[config.mk]
export PLATFORM = sky130hd
export DESIGN_NAME = sss_sequencer
export DESIGN_NICKNAME = d
export VERILOG_FILES = /design/src/logic/sss_sequencer.v
export VERILOG_INCLUDE_DIRS = /design/src /design/src/logic
export SDC_FILE = /design/constraint.sdc
export NUM_CORES = 1
export LEC_CHECK = 0
export BUFFER_PORTS_ARGS = -buffer_cell sky130_fd_sc_hd__buf_2
export CORE_MARGIN = 1
export CORE_UTILIZATION = 50
export DETAILED_ROUTE_END_ITERATION = 10
export PLACE_DENSITY = 0.67
export SLEW_MARGIN = 20
export SYNTH_ARGS = -nofsm -noshare
export SYNTH_HDL_FRONTEND = slang
export SYNTH_SLANG_ARGS = --single-unit
[constraint.sdc]
create_clock -name clk -period 5.68 [get_ports clk]
set_input_delay 1.136 -clock clk [delete_from_list [all_inputs] [get_ports clk]]
set_output_delay 1.136 -clock clk [all_outputs]
set_load 0.1 [all_outputs]
[src/logic/sss_regs.vh]
// Purpose: Register map, field positions, defaults and timing for the
//          sweep source sequencer.
// Assumes: Voltages are signed counts of 10 mV; times are counts of 10 ms.
// Notes:   Definitions only.
`ifndef SSS_REGS_VH
`define SSS_REGS_VH

// ----------------------------------------------------------------------
// Register byte offsets
// ----------------------------------------------------------------------
`define SSS_OFF_CTRL    8'h00
`define SSS_OFF_HIGH    8'h04
`define SSS_OFF_LOW     8'h08
`define SSS_OFF_BASE    8'h0c
`define SSS_OFF_STEP    8'h10
`define SSS_OFF_DELAY   8'h14
`define SSS_OFF_STATUS  8'h18
`define SSS_OFF_COUNT   8'h1c

// ----------------------------------------------------------------------
// Field positions
// ----------------------------------------------------------------------
`define SSS_CTRL_WAVE_LSB  0
`define SSS_CTRL_CAP_BIT   2
`define SSS_CTRL_CLR_BIT   3
`define SSS_STAT_HALT_BIT  12
`define SSS_STAT_WAVE_LSB  13
`define SSS_STAT_PAR_BIT   15

// ----------------------------------------------------------------------
// Waveform codes
// ----------------------------------------------------------------------
`define SSS_WAVE_OFF    2'h0
`define SSS_WAVE_DC     2'h1
`define SSS_WAVE_SQUARE 2'h2
`define SSS_WAVE_STAIR  2'h3

// ----------------------------------------------------------------------
// Limits and defaults (10 mV units, delay in 10 ms units)
// ----------------------------------------------------------------------
`define SSS_VOLT_MAX    12'sd2000
`define SSS_VOLT_MIN    -12'sd2000
`define SSS_DEF_HIGH    12'sd2000
`define SSS_DEF_LOW     -12'sd2000
`define SSS_DEF_BASE    12'sd0
`define SSS_DEF_STEP    3'h2
`define SSS_DEF_WAVE    2'h2
`define SSS_DELAY_MIN   15'd7
`define SSS_DELAY_MAX   15'd19999
`define SSS_DEF_DELAY   15'd7
`define SSS_OVERHEAD    15'd4

// ----------------------------------------------------------------------
// Timing
// ----------------------------------------------------------------------
`define SSS_CLK_HZ      200000000
`define SSS_TICK_MS     10
`define SSS_TICK_CYCLES (`SSS_CLK_HZ / 1000 * `SSS_TICK_MS)

`endif

[src/logic/sss_sequencer.v]
// Purpose: Sweep source sequencer: limits, base level, step code, delay
//          timer and waveform sequencing, reached over APB.
// Assumes: One clock, clk at 200 MHz; host writes binary settings.
// Notes:   srcLevel is signed, in 10 mV units.
`default_nettype none
`include "sss_regs.vh"

module sss_sequencer #(
  parameter TICK_CYCLES = `SSS_TICK_CYCLES
) (
  input  wire        clk,
  input  wire        rst_b,
  input  wire        psel,
  input  wire        penable,
  input  wire        pwrite,
  input  wire [7:0]  paddr,
  input  wire [31:0] pwdata,
  output wire [31:0] prdata,
  output wire        pready,
  output wire        pslverr,
  output wire [11:0] srcLevel,
  output wire        measTrig,
  output wire        readingValid,
  output wire        stepStart
);

  // --------------------------------------------------------------------
  // Helpers
  // --------------------------------------------------------------------
  function signed [11:0] stepValue;
    input [2:0] code;
    reg   signed [11:0] mag;
    begin
      case (code[1:0])
        2'h0:    mag = 12'sd1;
        2'h1:    mag = 12'sd2;
        2'h2:    mag = 12'sd5;
        default: mag = 12'sd10;
      endcase
      stepValue = code[2] ? -mag : mag;
    end
  endfunction

  function signed [11:0] clampLevel;
    input signed [12:0] v;
    input signed [11:0] lo;
    input signed [11:0] hi;
    begin
      // Signed compares: a bare concatenation would compare unsigned.
      if (v > $signed({hi[11], hi})) begin
        clampLevel = hi;
      end else if (v < $signed({lo[11], lo})) begin
        clampLevel = lo;
      end else begin
        clampLevel = v[11:0];
      end
    end
  endfunction

  function inRange;
    input signed [31:0] v;
    input signed [31:0] lo;
    input signed [31:0] hi;
    begin
      inRange = (v >= lo) && (v <= hi);
    end
  endfunction

  function [31:0] signExt;
    input [11:0] v;
    begin
      signExt = {{20{v[11]}}, v};
    end
  endfunction

  // --------------------------------------------------------------------
  // Settings
  // --------------------------------------------------------------------
  reg signed [11:0] highLimit_reg;
  reg signed [11:0] lowLimit_reg;
  reg signed [11:0] baseLevel_reg;
  reg        [2:0]  stepCode_reg;
  reg        [14:0] delayTicks_reg;
  reg        [1:0]  wave_reg;
  reg               capMode_reg;
  reg               holdDc_reg;
  reg               halted_reg;
  reg signed [11:0] stairLevel_reg;
  reg               squareHigh_reg;
  reg               parity_reg;
  reg        [31:0] tickDiv_reg;
  reg        [14:0] stepTicks_reg;
  reg               measDone_reg;
  reg        [15:0] readCount_reg;
  reg signed [11:0] level_reg;
  reg               measPulse_reg;
  reg               readPulse_reg;
  reg               stepPulse_reg;

  // --------------------------------------------------------------------
  // APB decode
  // --------------------------------------------------------------------
  wire access = psel & penable;
  wire wrEn   = access & pwrite;
  wire signed [31:0] wdS = $signed(pwdata);

  wire hitCtrl  = (paddr == `SSS_OFF_CTRL);
  wire hitHigh  = (paddr == `SSS_OFF_HIGH);
  wire hitLow   = (paddr == `SSS_OFF_LOW);
  wire hitBase  = (paddr == `SSS_OFF_BASE);
  wire hitStep  = (paddr == `SSS_OFF_STEP);
  wire hitDelay = (paddr == `SSS_OFF_DELAY);
  wire hitStat  = (paddr == `SSS_OFF_STATUS);
  wire hitCount = (paddr == `SSS_OFF_COUNT);
  wire mapped   = hitCtrl | hitHigh | hitLow | hitBase | hitStep |
                  hitDelay | hitStat | hitCount;

  // Values are taken as whole numbers, so no digit padding is required
  // from the host.
  wire okHigh  = inRange(wdS, `SSS_VOLT_MIN, `SSS_VOLT_MAX) &&
                 (wdS >= $signed(signExt(baseLevel_reg)));
  wire okLow   = inRange(wdS, `SSS_VOLT_MIN, `SSS_VOLT_MAX) &&
                 (wdS <= $signed(signExt(baseLevel_reg)));
  wire okBase  = (wdS >= $signed(signExt(lowLimit_reg))) &&
                 (wdS <= $signed(signExt(highLimit_reg)));
  wire okDelay = (pwdata <= {17'h0, `SSS_DELAY_MAX}) &&
                 (pwdata >= {17'h0, `SSS_DELAY_MIN});
  wire okStep  = (pwdata[31:3] == 29'h0);
  wire okCtrl  = (pwdata[31:4] == 28'h0);

  // Out-of-range settings are refused and the old value kept, so a
  // mistyped command cannot move the source past a limit.
  wire badWr = wrEn & ((hitHigh & ~okHigh) | (hitLow & ~okLow) |
               (hitBase & ~okBase) | (hitDelay & ~okDelay) |
               (hitStep & ~okStep) | (hitCtrl & ~okCtrl) |
               hitStat | hitCount);

  assign pready  = access;
  assign pslverr = access & (~mapped | badWr);

  wire wrCtrl  = wrEn & hitCtrl & okCtrl;
  wire devClr  = wrCtrl & pwdata[`SSS_CTRL_CLR_BIT];
  wire wrWave  = wrCtrl & ~devClr;
  wire [1:0] newWave = pwdata[`SSS_CTRL_WAVE_LSB +: 2];

  reg [31:0] rdMux;
  always @* begin
    rdMux = 32'h0;
    if (hitCtrl) begin
      rdMux = {28'h0, 1'b0, capMode_reg, wave_reg};
    end else if (hitHigh) begin
      rdMux = signExt(highLimit_reg);
    end else if (hitLow) begin
      rdMux = signExt(lowLimit_reg);
    end else if (hitBase) begin
      rdMux = signExt(baseLevel_reg);
    end else if (hitStep) begin
      rdMux = {29'h0, stepCode_reg};
    end else if (hitDelay) begin
      rdMux = {17'h0, delayTicks_reg};
    end else if (hitStat) begin
      rdMux = {16'h0, parity_reg, wave_reg, halted_reg, level_reg};
    end else if (hitCount) begin
      rdMux = {16'h0, readCount_reg};
    end
  end
  assign prdata = (access & ~pwrite) ? rdMux : 32'h0;

  // --------------------------------------------------------------------
  // Step timing
  // --------------------------------------------------------------------
  // One tick is 10 ms of clocks; steps and delays count in ticks.
  wire tick     = (tickDiv_reg == TICK_CYCLES - 1);
  wire delayHit = tick & ~measDone_reg &
                  (stepTicks_reg + 15'd1 == delayTicks_reg);
  wire stepEnd  = tick &
                  (stepTicks_reg + 15'd1 == delayTicks_reg + `SSS_OVERHEAD);
  // A waveform change restarts the step so a partial step never
  // produces a measurement with a short settling time.
  // A new delay restarts it too: a delay cut below the ticks already
  // counted would otherwise miss the end compare until the counter wraps.
  wire wrDelay  = wrEn & hitDelay & okDelay;
  wire restart  = wrWave | devClr | wrDelay;

  wire signed [11:0] stepV    = stepValue(stepCode_reg);
  wire signed [12:0] stairSum = {stairLevel_reg[11], stairLevel_reg} +
                                {stepV[11], stepV};
  wire signed [11:0] stairNext = clampLevel(stairSum, lowLimit_reg,
                                            highLimit_reg);
  wire hitBound = stepV[11] ? (stairNext == lowLimit_reg)
                            : (stairNext == highLimit_reg);
  wire signed [12:0] sqSum = {baseLevel_reg[11], baseLevel_reg} +
                             {stepV[11], stepV};

  // --------------------------------------------------------------------
  // Output level
  // --------------------------------------------------------------------
  // A bound moved inside the staircase level takes hold at once.
  wire signed [11:0] stairClamp =
    clampLevel({stairLevel_reg[11], stairLevel_reg}, lowLimit_reg,
               highLimit_reg);

  // Level is registered so the source never sees decode glitches.
  reg signed [11:0] level_next;
  always @* begin
    case (wave_reg)
      `SSS_WAVE_OFF: begin
        level_next = 12'sd0;
      end
      `SSS_WAVE_DC: begin
        level_next = holdDc_reg ? stairClamp : baseLevel_reg;
      end
      `SSS_WAVE_SQUARE: begin
        level_next = squareHigh_reg ?
          clampLevel(sqSum, lowLimit_reg, highLimit_reg) :
          baseLevel_reg;
      end
      `SSS_WAVE_STAIR: begin
        level_next = stairClamp;
      end
      default: begin
        level_next = 12'sd0;
      end
    endcase
  end

  // --------------------------------------------------------------------
  // Sequencer state
  // --------------------------------------------------------------------
  always @(posedge clk or negedge rst_b) begin
    if (!rst_b) begin
      highLimit_reg  <= `SSS_DEF_HIGH;
      lowLimit_reg   <= `SSS_DEF_LOW;
      baseLevel_reg  <= `SSS_DEF_BASE;
      stepCode_reg   <= `SSS_DEF_STEP;
      delayTicks_reg <= `SSS_DEF_DELAY;
      wave_reg       <= `SSS_DEF_WAVE;
      capMode_reg    <= 1'b0;
      holdDc_reg     <= 1'b0;
      halted_reg     <= 1'b0;
      stairLevel_reg <= `SSS_DEF_BASE;
      squareHigh_reg <= 1'b0;
      parity_reg     <= 1'b0;
      tickDiv_reg    <= 32'h0;
      stepTicks_reg  <= 15'h0;
      measDone_reg   <= 1'b0;
      readCount_reg  <= 16'h0;
      level_reg      <= 12'sd0;
      measPulse_reg  <= 1'b0;
      readPulse_reg  <= 1'b0;
      stepPulse_reg  <= 1'b0;
    end else begin
      // Pulses fall back each clock so they stand one cycle only.
      measPulse_reg <= 1'b0;
      readPulse_reg <= 1'b0;
      stepPulse_reg <= 1'b0;
      level_reg     <= level_next;

      if (devClr) begin
        highLimit_reg  <= `SSS_DEF_HIGH;
        lowLimit_reg   <= `SSS_DEF_LOW;
        baseLevel_reg  <= `SSS_DEF_BASE;
        stepCode_reg   <= `SSS_DEF_STEP;
        delayTicks_reg <= `SSS_DEF_DELAY;
        wave_reg       <= `SSS_DEF_WAVE;
        capMode_reg    <= 1'b0;
        holdDc_reg     <= 1'b0;
        halted_reg     <= 1'b0;
        stairLevel_reg <= `SSS_DEF_BASE;
        squareHigh_reg <= 1'b0;
        parity_reg     <= 1'b0;
      end else begin
        if (wrEn & hitHigh & okHigh) begin
          highLimit_reg <= pwdata[11:0];
        end
        if (wrEn & hitLow & okLow) begin
          lowLimit_reg <= pwdata[11:0];
        end
        // Storing the base feeds straight into the square and host-selected DC output levels; the halt-hold DC keeps the stair level.
        if (wrEn & hitBase & okBase) begin
          baseLevel_reg <= pwdata[11:0];
        end
        if (wrEn & hitStep & okStep) begin
          stepCode_reg <= pwdata[2:0];
        end
        if (wrEn & hitDelay & okDelay) begin
          delayTicks_reg <= pwdata[14:0];
        end
        if (wrWave) begin
          wave_reg    <= newWave;
          capMode_reg <= pwdata[`SSS_CTRL_CAP_BIT];
          holdDc_reg  <= 1'b0;
          halted_reg  <= 1'b0;
          parity_reg  <= 1'b0;
          squareHigh_reg <= 1'b0;
          // Reselecting the staircase from a host-selected DC resumes from the last
          // stair level; from the halt hold or any other waveform it starts over at base.
          if (newWave == `SSS_WAVE_STAIR &&
              !(wave_reg == `SSS_WAVE_DC && holdDc_reg == 1'b0 &&
                halted_reg == 1'b0 && wave_reg != newWave &&
                stairLevel_reg != baseLevel_reg)) begin
            stairLevel_reg <= baseLevel_reg;
          end
        end else if (stepEnd) begin
          stepPulse_reg <= 1'b1;
          squareHigh_reg <= ~squareHigh_reg;
          if (wave_reg == `SSS_WAVE_STAIR) begin
            stairLevel_reg <= stairNext;
            if (hitBound) begin
              wave_reg   <= `SSS_WAVE_DC;
              holdDc_reg <= 1'b1;
              halted_reg <= 1'b1;
            end
          end
        end
        if (delayHit & ~restart) begin
          measPulse_reg <= 1'b1;
          parity_reg    <= ~parity_reg;
          // Capacitance needs both edges of a step pair.
          if (!capMode_reg || parity_reg) begin
            readPulse_reg <= 1'b1;
            readCount_reg <= readCount_reg + 16'h1;
          end
        end
      end

      if (restart) begin
        tickDiv_reg   <= 32'h0;
        stepTicks_reg <= 15'h0;
        measDone_reg  <= 1'b0;
      end else begin
        tickDiv_reg <= tick ? 32'h0 : tickDiv_reg + 32'h1;
        if (stepEnd) begin
          stepTicks_reg <= 15'h0;
          measDone_reg  <= 1'b0;
        end else if (tick) begin
          stepTicks_reg <= stepTicks_reg + 15'h1;
          if (delayHit) begin
            measDone_reg <= 1'b1;
          end
        end
      end
    end
  end

  assign srcLevel     = level_reg;
  assign measTrig     = measPulse_reg;
  assign readingValid = readPulse_reg;
  assign stepStart    = stepPulse_reg;

endmodule // sss_sequencer
`default_nettype wire

# Word level (Yosys, flattened, before mapping)
# Cells that the tools add are included.
[word_totals] reg_bits=151 latch_bits=0 ram_bits=0 mem_bits_ro=0 input_bits=45 out_inout_bits=49 elab_cells=226 n_memories=0
[op_classes] add_sub_neg=7 multipliers=0 n_div=0 magnitude_cmp=14 eq_ne=21 n_shift=0 n_mux=71 bitwise=60 n_reduce_logical=34
[op_table] op="12-bit two-way mux" count=20
[op_table] op="32-bit two-way mux" count=7
[op_table] op="15-bit two-way mux" count=5
[op_table] op="32-bit by 12-bit greater-or-equal comparator with 1-bit output" count=2
[op_table] op="32-bit by 12-bit <= comparator with 1-bit output" count=2
[op_table] op="16-bit two-way mux" count=4
[op_table] op="12-bit case mux with 4 select lines" count=1
[op_table] op="32-bit by 1-bit adder with 32-bit output, second input constant" count=1
[op_table] op="32-bit by 21-bit equality test with 1-bit output, second input constant" count=1
[op_table] op="8-bit by 5-bit equality test with 1-bit output, second input constant" count=4
[op_table] op="32-bit by 12-bit greater-or-equal comparator with 1-bit output, second input constant" count=1
[op_table] op="32-bit by 3-bit greater-or-equal comparator with 1-bit output, second input constant" count=1
[op_table] op="32-bit by 12-bit <= comparator with 1-bit output, second input constant" count=1
[op_table] op="32-bit by 15-bit <= comparator with 1-bit output, second input constant" count=1
[op_table] op="15-bit equality test" count=2
[op_table] op="1-bit bitwise AND" count=29
[op_table] op="29-bit logical NOT" count=1
[op_table] op="28-bit logical NOT" count=1
[op_table] op="12-bit by 12-bit adder with 13-bit output" count=2
[op_table] op="13-bit by 12-bit > comparator with 1-bit output" count=2
[op_table] op="13-bit by 12-bit less-than comparator with 1-bit output" count=2
[op_table] op="1-bit two-way mux" count=26
[op_table] op="12-bit equality test" count=2
[op_table] op="3-bit nonzero test" count=6
[op_table] op="other kinds (26)" count=83

# Longest topological paths before layout
[depth] ltp_word=15 mapped_depth=25 depth_no_buf=22

# Worst setup path after synthesis
# Ideal clock, no wire load.
[synth_path] kind="input to output" from="input psel" to="output prdata[11]" arrival_ps=5819 required_time_ps=4544 setup_slack_ps=-1275 path_stages=7 path_buffers=1 path_cell_list="and2_1 -> clkbuf_1 -> nand2b_1 -> nor2_1 -> o221ai_1 -> a21oi_1 -> a21o_1"
[synth_between] elab_chain_cells=3
[synth_rtl] element="from (decl)" line="sss_sequencer.v:13" rtl="input wire psel,"
[synth_rtl] element="1-bit bitwise AND" line="sss_sequencer.v:103" rtl="wire access = psel & penable;"
[synth_rtl] element="via pready" line="sss_sequencer.v:19" rtl="output wire pready,"
[synth_rtl] element="1-bit bitwise AND" line="sss_sequencer.v:167" rtl="assign prdata = (access & ~pwrite) ? rdMux : 32'h0;"
[synth_rtl] element="32-bit two-way mux" line="sss_sequencer.v:167"
[synth_rtl] element="to (decl)" line="sss_sequencer.v:18" rtl="output wire [31:0] prdata,"
# The timed path passes the listed nets, and every way through them passes these cells.

# Worst setup path after layout
[layout_path] from="input pwdata[1]" to="output pslverr"
[layout_between] elab_chain_cells=15
[layout_rtl] element="from (decl)" line="sss_sequencer.v:17" rtl="input wire [31:0] pwdata,"
[layout_rtl] element="32-bit by 12-bit greater-or-equal comparator with 1-bit output or 32-bit by 12-bit <= comparator with 1-bit output (tied branches)" line="sss_sequencer.v:65" rtl="inRange = (v >= lo) && (v <= hi);"
[layout_rtl] element="1-bit logical AND" line="sss_sequencer.v:65"
[layout_rtl] element="1-bit logical AND (on tied branches)" line="sss_sequencer.v:120, sss_sequencer.v:122"
[layout_rtl] element="1-bit inverter" line="sss_sequencer.v:133" rtl="wire badWr = wrEn & ((hitHigh & ~okHigh) | (hitLow & ~okLow) |"
[layout_rtl] element="1-bit bitwise AND" line="sss_sequencer.v:133"
[layout_rtl] element="1-bit bitwise OR (2 in series)" line="sss_sequencer.v:133"
[layout_rtl] element="1-bit bitwise OR * (2 in series)" line="sss_sequencer.v:134" rtl="(hitBase & ~okBase) | (hitDelay & ~okDelay) |"
[layout_rtl] element="1-bit bitwise OR * (2 in series)" line="sss_sequencer.v:135" rtl="(hitStep & ~okStep) | (hitCtrl & ~okCtrl) |"
[layout_rtl] element="1-bit bitwise OR *" line="sss_sequencer.v:136" rtl="hitStat | hitCount);"
[layout_rtl] element="1-bit bitwise AND *" line="sss_sequencer.v:133"
[layout_rtl] element="1-bit bitwise OR *" line="sss_sequencer.v:139" rtl="assign pslverr = access & (~mapped | badWr);"
[layout_rtl] element="1-bit bitwise AND *" line="sss_sequencer.v:139"
[layout_rtl] element="to (decl)" line="sss_sequencer.v:20" rtl="output wire pslverr,"
# Every way passes the cells marked *; elsewhere a longest branch is shown, timed or not.

==> flow_summary.json <==
{
  "period_minus_slack_ps": 5592,
  "netlist_instances": 1841,
  "power.density_nw_per_um2": 141.2,
  "seq_area_sq_um": 3796,
  "hold-path-cell-count": 1,
  "antenna_found_initial": 0,
  "port_buffers": 93,
  "cellLeakagePower_nw": 7.731,
  "yosysTopAreaCellShare_pct": 22.23,
  "synthTopCellsByCount": "197 x ha_1, 151 x nand2_1, 145 x nor2_1",
  "fill_cells": 2667,
  "start_util_pct": 51.47,
  "grt_max_degree": 78,
  "timing.fmax_mhz": 178.8,
  "critical_path_arrival_ps": 4460,
  "ir_worst_vdd_uv": 220.4,
  "root_buffer": "clkbuf_16",
  "setup_tns_ps": 0,
  "largest_reg_flops": 32,
  "fin_nets": 2147,
  "drc_errors": 0,
  "cts_tree": "yes",
  "worst_pin_slew_ps": 1158,
  "ant_nets": 0,
  "clock-sinks": 151,
  "track_usage_pct": 35.27,
  "ys_warn_count": 0,
  "drt-wirelength-per-cell_microns": 23.77,
  "htreeDepth": 4,
  "die_w_microns": 177.6,
  "status": "completed",
  "area_growth_pct": 13.09,
  "fin_cells": 2306,
  "syn_avg_cell_area_sq_um": 8.375,
  "ys_seq_elements": 151,
  "finalHoldViolations": 0,
  "drt_first_pass_iters": 6,
  "gp_congestion": 1.044,
  "clk_path_buf_depth": 2,
  "dp_hpwl_microns": 41240,
  "vias": 15188,
  "clock_latency_ps": 440,
  "die-area_sq_um": 31540,
  "routed_wl_microns": 54810,
  "grt_pass1_wl_microns": 84150,
  "required_ps": 4540,
  "hold_buffers": 0,
  "synth-edff-count": 0,
  "die_h_microns": 177.6,
  "insertedDiodeCount": 0,
  "netlist_area_sq_um": 15420,
  "clk_pin_slew_ps": 70,
  "gr-total-overflow": 0,
  "post_route_cells_drive_above_1_share_pct": 14.35,
  "start_kind": "input port",
  "async_flop_share_pct": 100.0,
  "grt_pass1_vias": 14216,
  "end_kind": "primary output",
  "critPathKind": "input port to primary output",
  "dpl_worst_slack_ps": 67.91,
  "hold_path_class": "register to register",
  "cap_viol_max_count": 0,
  "reg2reg_depth": 22,
  "avgViaCountPerCell": 6.586,
  "yosysMostFrequentCell": "ha_1",
  "cts_made_buffers": 17,
  "yosysTopAreaCell": "dfrtp_1",
  "ys_seq_area_share_pct": 24.62,
  "multiInputGateArea_sq_um": 10950,
  "period_share_pct": 98.46,
  "synth.distinct_cells": 85,
  "synth_ff_type": "dfrtp_1",
  "fp-row-count": 63,
  "setup_ws_ps": 87.68,
  "synth_fp_nets": 2085,
  "post-place-cells": 2269,
  "io_pins": 94,
  "finClkSkew_ps": 14.07,
  "drt_iter0_markers": 1800,
  "relSlewSlack_pct": 22.56,
  "synth_area_leaders": "dfrtp_1 22%, ha_1 16%, nand2_1 3.7%, a21oi_1 3.7%, xnor2_1 3.6%",
  "setup_viol_count_final": 0,
  "critPathMaxFanout": 2,
  "core_area_sq_um": 29950,
  "slew_viol_final": 0
}
per-layer routing:
layer  routed length [microns]  track usage (%)
met5                         0                0
met4                      2142            14.67
met3                      4744            6.320
met2                     24590            55.44
met1                     23340            47.49
layout make-up:
class                   instances  area share (%)
flip-flops and latches        151           21.77
clock inverters                15           1.019
repair buffers                158           7.491
clock buffers                  17           2.440
multi-input cells            1496           62.78
well taps                     390           2.799
inverters                      79           1.701
logic make-up after synthesis:
kind of cell	count (synthesis)	synth area share [%]
flip-flops	151	24.62
multiplexers	70	4.942
adder cells (fa/ha/maj)	199	16.25
XOR/XNOR	123	7.547
AO/OA/AOI/OAI	471	19.97
AND/OR/NAND/NOR	632	21.44
buffers and inverters	195	5.234
timing repair:
item,in CTS,in global routing
setup buffers,0,4
resized for setup,0,19
setup endpoints to repair,0,3
path summary, 6_finish.rpt:
path                                                  start                             to  slack (ps)
worst max-delay path                              pwdata[1]                        pslverr          90
worst min-delay path               tickDiv_reg[0]$_DFF_PN0_       tickDiv_reg[0]$_DFF_PN0_         500
worst max register to register  stepCode_reg[1]$_DFFE_PN1P_         halted_reg$_DFFE_PN0P_         240
worst min register to register     tickDiv_reg[0]$_DFF_PN0_       tickDiv_reg[0]$_DFF_PN0_         500
max in group asynchronous                             rst_b  delayTicks_reg[0]$_DFFE_PN1P_        3890
min in group asynchronous                             rst_b   stepTicks_reg[7]$_DFFE_PN0P_         710
worst max-delay path: stages:
cell and delay, ps:
buf_2 110, ha_1 290, nor2b_1 130, o21ai_0 130, nand2b_1 90, a2111oi_1 570
or4_1 200, a21oi_1 80, a211oi_1 310, mux2i_1 410, mux2_2 380, o221ai_1 210
o211a_1 230, buf_12 180
cell usage in the layout, fill, tap and decap left out, types with 23 or more instances in the layout:
master | netlist | final
dfrtp_1 | 137 | 137
xnor2_1 | 64 | 63
nor4_1 | 26 | 25
nand2_1 | 151 | 151
buf_2 | 8 | 70
inv_1 | 79 | 79
nand4_1 | 45 | 45
nor2_1 | 145 | 145
o211ai_1 | 31 | 31
nand3_1 | 77 | 77
ha_1 | 197 | 196
a21o_1 | 40 | 40
mux2i_1 | 48 | 48
o21ai_0 | 104 | 101
a21oi_1 | 113 | 109
buf_12 | 0 | 23
buf_4 | 17 | 63
xor2_1 | 53 | 53
nand2b_1 | 25 | 24
nor3_1 | 33 | 33
nor2b_1 | 29 | 28
power by group:
| part | total (mW) | leakage [nW] | internal, mW | switching, mW |
|---|---|---|---|---|
| combinational | 0.211 | 5.52 | 0.0728 | 0.139 |
| sequential | 1.08 | 1.92 | 1.08 | 0.00175 |
| clock | 1.17 | 0.291 | 0.597 | 0.577 |
| total | 2.46 | 7.73 | 1.75 | 0.718 |
stage by stage:
stage	area, sq um	utilization (%)	power (mW)	hold WS, ps
after floorplan	15430	-	1.202	436.2
after global placement	16710	55.80	1.299	478.2
after detailed placement	16710	55.80	1.304	489.8
after CTS	17320	57.81	2.463	499.7
after global routing	17440	58.21	2.532	509.5
final	17440	58.21	2.463	500.5
Note: power is estimated with default switching activity, not from simulation.
